**src/rtl/ltpm_pkg.sv**
```systemverilog
// Constants and carrier types for the logical to physical mapper
package ltpm_pkg;
  // Register indices; byte address is four times the index
  localparam logic [7:0] IDX_CA1_BASE  = 8'h38;
  localparam logic [7:0] IDX_BANK_BASE = 8'h39;
  localparam logic [7:0] IDX_BOUND     = 8'h3A;
  localparam logic [7:0] IDX_LAST_PAGE = 8'h3B;
  localparam logic [7:0] IDX_DECODE    = 8'h3C;
  localparam logic [7:0] IDX_OMC       = 8'h3E;
  // Reset values
  localparam logic [7:0] RST_CA1_BASE  = 8'h00;
  localparam logic [7:0] RST_BANK_BASE = 8'h00;
  localparam logic [7:0] RST_BOUND     = 8'hF0;
  localparam logic [7:0] RST_DECODE    = 8'h00;
  localparam logic [7:0] RST_OMC       = 8'h80;
  // Field positions
  localparam int BND_BANK_LSB   = 0;
  localparam int BND_CA1_LSB    = 4;
  localparam int OMC_FETCH_BIT  = 7;
  localparam int DEC_ROM512_BIT = 0;
  localparam int DEC_ALT_BIT    = 1;
  localparam int DEC_ROMSZ_LSB  = 2;
  localparam int DEC_RAMSZ_LSB  = 5;
  // Physical layout
  localparam int PAGE_BITS      = 12;
  localparam int PHYS_W         = 20;
  localparam int CHIP_W         = 19;
  localparam logic [2:0] SZ_MAX = 3'h4;
  localparam logic [CHIP_W-1:0] SZ_MIN_BYTES = 19'h08000;
  // Wait states added on a fetch cycle
  localparam int FETCH_WAITS    = 1;

  typedef struct packed {
    logic        req;
    logic        fetch;
    logic [15:0] addr;
  } ltpm_cpu_s;

  typedef struct packed {
    logic              strobe;
    logic              rom_sel;
    logic              ram_sel;
    logic [PHYS_W-1:0] phys;
    logic [CHIP_W-1:0] chip;
  } ltpm_mem_s;

  typedef enum logic {WS_IDLE, WS_WAIT} ltpm_ws_e;
endpackage

```
**src/rtl/ltpm_mapper.sv**
```systemverilog
// Logical to physical address mapper with wait-state generator
//
// Decided for this implementation: the APB slave port and the address map.
`timescale 1ns/1ps
// Contract
// - Sixteen-bit logical addresses become twenty-bit physical addresses.
// - Each address is common area 0, bank area or common area 1 by 4K page.
// - Common area 1 uses the common-1 base as translation base.
// - The bank area uses the bank base as translation base.
// - Common area 0 uses base zero, mapping one-to-one at the bottom.
// - Physical address is base shifted left twelve plus logical address.
// - Overlapping or empty areas still translate correctly.
// - Addresses beyond the fitted chip alias modulo its capacity.
// - Decode serves 256K or 512K of ROM and up to 512K of RAM.
// - Standard wait mode adds one wait only on opcode fetches.
// - Alternate wait mode adds no waits at all.
// - Clearing mode bit 7 hides fetch cycles so no waits are added.
// - Common-1 base, bank base and boundary sit at indices 38, 39, 3A.
// - The operation mode control register sits at index 3E.
module ltpm_mapper
  import ltpm_pkg::*;
#(
  parameter int PADDR_W = 12            // APB address width
) (
  input  wire logic               pclk,     // Processor clock
  input  wire logic               presetn,  // Async reset, active low
  input  wire logic               ce,       // Clock enable
  input  wire logic               psel,     // APB select
  input  wire logic               penable,  // APB access phase
  input  wire logic               pwrite,   // APB write
  input  wire logic [PADDR_W-1:0] paddr,    // APB byte address
  input  wire logic [31:0]        pwdata,   // APB write data
  output logic      [31:0]        prdata,   // APB read data
  output logic                    pready,   // APB ready
  output logic                    pslverr,  // APB error, unmapped
  input  wire ltpm_cpu_s          cpu,      // Core memory cycle
  output logic                    cpu_wait, // Stretch current cycle
  output ltpm_mem_s               mem       // Translated cycle
);

  initial begin
    if (PADDR_W < 11) begin
      $error("PADDR_W too small for register indices");
    end
  end

  logic [7:0]  ca1_base_q;
  logic [7:0]  bank_base_q;
  logic [7:0]  bound_q;
  logic [7:0]  decode_q;
  logic [7:0]  omc_q;
  logic [31:0] prdata_q;
  logic        loaded_q;
  ltpm_mem_s   mem_q;
  ltpm_mem_s   mem_d;
  ltpm_ws_e    ws_q;
  ltpm_ws_e    ws_d;

  // APB decode: word aligned, high bits zero
  wire [7:0] idx      = paddr[9:2];
  wire       aligned  = (paddr[1:0] == 2'h0)
                        && (paddr[PADDR_W-1:10] == '0);
  wire       hit_ca1  = aligned && (idx == IDX_CA1_BASE);
  wire       hit_bank = aligned && (idx == IDX_BANK_BASE);
  wire       hit_bnd  = aligned && (idx == IDX_BOUND);
  wire       hit_last = aligned && (idx == IDX_LAST_PAGE);
  wire       hit_dec  = aligned && (idx == IDX_DECODE);
  wire       hit_omc  = aligned && (idx == IDX_OMC);
  wire       mapped   = hit_ca1 || hit_bank || hit_bnd
                        || hit_last || hit_dec || hit_omc;
  wire       wr_ro    = hit_last && pwrite;
  wire       wr_en    = pready && pwrite && mapped && !wr_ro;
  wire [7:0] rd_byte  = hit_ca1  ? ca1_base_q :
                        hit_bank ? bank_base_q :
                        hit_bnd  ? bound_q :
                        hit_last ? mem_q.phys[PHYS_W-1:PAGE_BITS] :
                        hit_dec  ? decode_q :
                        hit_omc  ? omc_q : 8'h00;

  // Ready one enabled cycle after read data was captured
  assign pready  = ce && psel && penable && loaded_q;
  assign pslverr = pready && (!mapped || wr_ro);
  assign prdata  = prdata_q;

  // Read data capture; loaded flag gates the access phase
  always_ff @(posedge pclk or negedge presetn) begin
    if (!presetn) begin
      prdata_q <= 32'h0000_0000;
      loaded_q <= 1'b0;
    end else if (ce) begin
      prdata_q <= {24'h00_0000, rd_byte};
      loaded_q <= psel && !pready;
    end
  end

  // Register writes take effect only on the ready edge
  always_ff @(posedge pclk or negedge presetn) begin
    if (!presetn) begin
      ca1_base_q  <= RST_CA1_BASE;
      bank_base_q <= RST_BANK_BASE;
      bound_q     <= RST_BOUND;
      decode_q    <= RST_DECODE;
      omc_q       <= RST_OMC;
    end else if (wr_en) begin
      if (hit_ca1)  ca1_base_q  <= pwdata[7:0];
      if (hit_bank) bank_base_q <= pwdata[7:0];
      if (hit_bnd)  bound_q     <= pwdata[7:0];
      if (hit_dec)  decode_q    <= pwdata[7:0];
      if (hit_omc)  omc_q       <= pwdata[7:0];
    end
  end

  // Area selection on the 4K page number
  wire [3:0] page      = cpu.addr[15:12];
  wire [3:0] bank_lo   = bound_q[BND_BANK_LSB +: 4];
  wire [3:0] ca1_lo    = bound_q[BND_CA1_LSB +: 4];
  // Common 1 wins an overlap so any boundary pair is legal
  wire       in_ca1    = (page >= ca1_lo);
  wire       in_bank   = !in_ca1 && (page >= bank_lo);
  wire [7:0] base      = in_ca1  ? ca1_base_q :
                         in_bank ? bank_base_q :
                                   8'h00;
  // Sum wraps at 1M, as a 20-bit bus does
  wire [PHYS_W-1:0] phys = {base, {PAGE_BITS{1'b0}}}
                           + {4'h0, cpu.addr};

  // Socket decode: ROM low, RAM in the upper half
  wire       rom512    = decode_q[DEC_ROM512_BIT];
  wire [2:0] rom_sz    = decode_q[DEC_ROMSZ_LSB +: 3];
  wire [2:0] ram_sz    = decode_q[DEC_RAMSZ_LSB +: 3];
  wire [2:0] rom_cap   = (rom_sz > SZ_MAX) ? SZ_MAX : rom_sz;
  wire [2:0] ram_cap   = (ram_sz > SZ_MAX) ? SZ_MAX : ram_sz;
  wire       rom_hit   = !phys[19] && (rom512 || !phys[18]);
  wire       ram_hit   = phys[19];
  // Chip capacity is 32K doubled per size step
  wire [CHIP_W-1:0] rom_mask = (SZ_MIN_BYTES << rom_cap) - 19'h00001;
  wire [CHIP_W-1:0] ram_mask = (SZ_MIN_BYTES << ram_cap) - 19'h00001;
  wire [CHIP_W-1:0] chip = phys[CHIP_W-1:0]
                           & (ram_hit ? ram_mask : rom_mask);

  // Wait generator; fetch indication gated by mode bit 7
  wire fetch_seen = cpu.fetch && omc_q[OMC_FETCH_BIT];
  wire alt_mode   = decode_q[DEC_ALT_BIT];
  wire need_wait  = cpu.req && fetch_seen && !alt_mode;
  assign cpu_wait = need_wait && (ws_q == WS_IDLE);
  wire accept     = ce && cpu.req && !cpu_wait;

  // Next state and next output cycle
  always_comb begin
    ws_d = WS_IDLE;
    unique case (ws_q)
      WS_IDLE: ws_d = cpu_wait ? WS_WAIT : WS_IDLE;
      WS_WAIT: ws_d = WS_IDLE;
    endcase
    mem_d         = mem_q;
    mem_d.strobe  = accept;
    if (accept) begin
      mem_d.phys    = phys;
      mem_d.chip    = chip;
      mem_d.rom_sel = rom_hit;
      mem_d.ram_sel = ram_hit;
    end
  end

  // Translated cycle is registered; a wait never loses a request
  always_ff @(posedge pclk or negedge presetn) begin
    if (!presetn) begin
      ws_q  <= WS_IDLE;
      mem_q <= '0;
    end else if (ce) begin
      ws_q  <= ws_d;
      mem_q <= mem_d;
    end
  end

  assign mem = mem_q;

  // Helper views for the checks below
  wire wr_ca1 = wr_en && hit_ca1;
  wire in_ca0 = !in_ca1 && !in_bank;
endmodule

```
**config.mk**
```make
export PLATFORM = sky130hd
export DESIGN_NAME = ltpm_mapper
export DESIGN_NICKNAME = d
export VERILOG_FILES = /design/src/rtl/ltpm_pkg.sv /design/src/rtl/ltpm_mapper.sv
export SDC_FILE = /design/constraint.sdc
export NUM_CORES = 1
export LEC_CHECK = 0
export ABC_CLOCK_PERIOD_IN_PS = 6300
export BUFFER_PORTS_ARGS = -buffer_cell sky130_fd_sc_hd__buf_2
export CAP_MARGIN = 20
export CELL_PAD_IN_SITES_DETAIL_PLACEMENT = 1
export CELL_PAD_IN_SITES_GLOBAL_PLACEMENT = 1
export CORE_MARGIN = 1.5
export CORE_UTILIZATION = 41
export DETAILED_ROUTE_END_ITERATION = 6
export PLACE_DENSITY = 0.85
export RECOVER_POWER = 50
export SLEW_MARGIN = 10
export SYNTH_ARGS = -nofsm -noshare
export SYNTH_HDL_FRONTEND = slang
export SYNTH_SLANG_ARGS = --single-unit
```
**constraint.sdc**
```tcl
create_clock -name pclk -period 6.3 [get_ports pclk]
set_input_delay 1.26 -clock pclk [delete_from_list [all_inputs] [get_ports pclk]]
set_output_delay 1.26 -clock pclk [all_outputs]
set_load 0.005 [all_outputs]
```
==> metrics.md <==
| Metric | Value |
|---|---|
| Final setup fails | 0 |
| Crit-path most repeated cell | ha_1 |
| Initial DRC count | roughly 160 |
| Hold path cells | 2 |
| Failing checks | capacitance limit, slew limit |
| Crit path largest cell delay | approximately 500 ps |
| FFs w/ async S/R, synth | between 90% and 100% |
| Worst-path clk slew | roughly 80 ps |
| Worst reg2reg setup slack | approximately 1600 ps |
| Die Wd | 106 um |
| Clock sinks | 76 |
| PortBufs | between 90 and 100 |
| Top_reg_cell synth | dfrtp_1 |
| Post-CTS Setup Bufs | 0 |
| Wire length per cell | 19.0 um |
| GRT overflow | 0 |
| Crit. End Element | register |
| Sequential share of the synthesized area | 44.2% |
| FF-to-FF path depth | 17 |
| Layout net count | about 570 |
| Max Root-Sink Buffers | 2 |
| Final min period | 5190 ps |
| Reg-to-Reg End | mem[16] |
| Remaining antenna violation count after routing | 0 |
| Largest net degree at the start of global routing | 77 |
| Max Slew Vio Count | between 100 and 150 |
| Hold crit path type | reg -> reg |
| Placed inst area | 4690 um2 |
| Startpoint Class | input port |
| Final hold vios | 0 |
| Share of cells above drive strength 1 | a little over a third |
| Vias per cell | 5.39 |
| Pre-antenna DRT Iters | 4 |
| Die area | roughly 11000 um2 |
| Status | finished, violations left |
| All-Layer GR Usage | roughly 22% |
| Area of the mapped netlist | between 4000 and 5000 um2 |
| Peak VDD IR | between 0.15 and 0.2 mV |
| Initial Util | approximately two fifths |
| DPL Wire Length | between 8 and 9 mm |
| Via count | ~3400 |
| Finished Cell Area | between 4000 and 5000 um2 |
| Place WS | around 800 ps |
| Post-cts resize count | 0 |
| Final TNS setup | 0 ps |
| Worst-Skew Late Latency | about 370 ps |
| Ports | 145 |
| Row count | 37 |
| Max Cap Violations | 2 |
| Worst r2r src | bound_q[5] |
| Min-delay src | mem[16] |
| Hold buffer count at cts | 0 |
| Worst Hold Path EP | mem[16] |
| Pwr/cell area | 238 nW/um2 |
| Lkg Pwr | 2.35 nW |
| Cts bufs inserted | 9 |
| DRC errors left | 0 |
| Crit path DAT | between 5000 and 6000 ps |
| Mapped Cells | ~410 |
| Crit Path Category | in -> reg |
| Post-synth EDFFs | 0 |
| Crit-path cells | buf_2, ha_1, clkinv_1, o21a_2, nor2_4, nor3_2, a22o_1, ha_1, a21oi_1, o21ai_0, o32a_1, o21ai_4, o21ai_1, nor2b_1, mux2i_2, ha_1, o31ai_1 |
| CTS H-tree lvls | 3 |
| Synth Register Bits | 76 |
| Total power | between 0.001 and 0.0015 W |
| Core Util, Final | between 40% and 50% |
| CP max-delay cell | nor2b_1 |
| Critical path peak fanout | 11 |
| CTS tree | yes |
| First-pass GRT wire length | ~19 mm |
| Average size of a mapped cell | between 10 and 15 um2 |
| Total wire length | ~12 mm |
| Vias in the first global route | approximately 3500 |
| Yosys cell types | 61 |
| Relative max-transition margin | -176% |
| Layout Skew | 16.5 ps |
| Worst slew pin tran | between 4000 and 5000 ps |
| Root buffer cell | clkbuf_8 |
| Final worst path period share | between 80 and 90% |
| Fin worst setup slack | 1110 ps |
| YS warnings | 0 |
| ANT cells | 0 |
| Fmax | 193 MHz |
| Die Y | 106 um |
| Routability Congestion | approximately 0.88 |
| RSZ-0062 raised after global routing | false |
| Critical Path RT | roughly 6600 ps |
| Core Area | 10300 um2 |
| Area grow syn2layout | 14.0% |
| Initial antenna violation count | 0 |
==> logic make-up (layout without fill, tap and decap cells) <==
logic type | Yosys count | after routing | synth area share (%)
compound gates | 83 | 83 | 14.4
xor+xnor | 4 | 4 | 0.812
fa+ha+maj | 14 | 14 | 4.23
buf+inv | 90 | 147 | 11.7
flops | 76 | 76 | 44.2
mux | 55 | 55 | 14.4
other cells | 1 | 24 | 0.0869
simple gates | 86 | 86 | 10.2
==> final cells by class <==
cell class                      count  area (um2)
Clock inverter                      7         121
Tap cell                          136         170
Multi-Input combinational cell    266        1990
Sequential cell                    76        1910
Timing Repair Buffer               98         482
Fill cell                        1204        5360
Clock buffer                        9         124
Inverter                           33         124
==> per-layer routing <==
metal / up-vias / share of wire, % / track usage (%)
li1: 1527 / - / -
met1: 1692 / 42 / 28.3
met2: 132 / 50 / 37.3
met3: 20 / 6.0 / 5.01
met4: 0 / 2.0 / 7.63
met5: - / 0 / 0
==> worst max path at each step <==
stage                  from  endpoint  slack, ps  cells after the start
floorplan           cpu[12]   mem[17]       1700                     19
global placement    cpu[12]   mem[16]        970                     18
detailed placement  cpu[13]   mem[16]        780                     17
CTS                 cpu[13]   mem[16]       1130                     17
global route        cpu[13]   mem[16]        850                     17
finish              cpu[13]   mem[16]       1110                     17
==> cells in the final DEF, fill, tap and decap left out, types with 9 or more instances in the layout <==
master / netlist / final
buf_2: 0 / 88
dfrtp_1: 71 / 71
mux2_2: 50 / 50
nand2_1: 34 / 34
inv_1: 32 / 32
conb_1: 1 / 24
nor2_1: 15 / 15
ha_1: 13 / 13
a21oi_1: 12 / 12
nor3_1: 11 / 11
o21ai_0: 10 / 10
clkbuf_8: 0 / 9
clkbuf_1: 12 / 9
==> report_power, final <==
group / switching (W) / total [W] / internal [W]
sequential: 0.0000219 / 0.000532 / 0.000510
combinational: 0.0000924 / 0.000165 / 0.0000723
clock: 0.000207 / 0.000473 / 0.000266
total: 0.000321 / 0.00117 / 0.000849
==> flip-flops by register name (all words and copies together) (netlist names) <==
signal / cells
prdata: 8
omc_q: 8
mem: 26
decode_q: 8
loaded_q: 1
ca1_base_q: 8
bank_base_q: 8
bound_q: 8
ws_q: 1
==> synthesized netlist by cell type (all sizes together) (7+ instances only) <==
cell type | n | area [um2]
dfrtp | 71 | 1780
mux2 | 50 | 563
buf | 45 | 334
nand2 | 34 | 128
inv | 32 | 120
o21ai | 17 | 96.4
nor2 | 16 | 67.6
ha | 13 | 163
nor3 | 13 | 75.1
a21oi | 12 | 60.1
clkbuf | 12 | 45.0
a211oi | 8 | 60.1
a221oi | 7 | 61.3
o22ai | 7 | 43.8
o32ai | 7 | 61.3
==> per-stage QoR <==
stage	cells	hold slack, ps
after floorplan	432	471
after global placement	609	469
after detailed placement	609	468
after CTS	625	485
after global routing	625	524
final	625	485
==> worst max-delay path: cells and delay by family <==
family | cells | cell delay [ps]
adders and majority gates | 3 | 880
AOI/OAI and AO/OA | 8 | 1700
muxes | 1 | 340
and+or+nand+nor | 3 | 1030
buffers and inverters | 2 | 230
No activity file was read; power rests on OpenSTA's default activity.
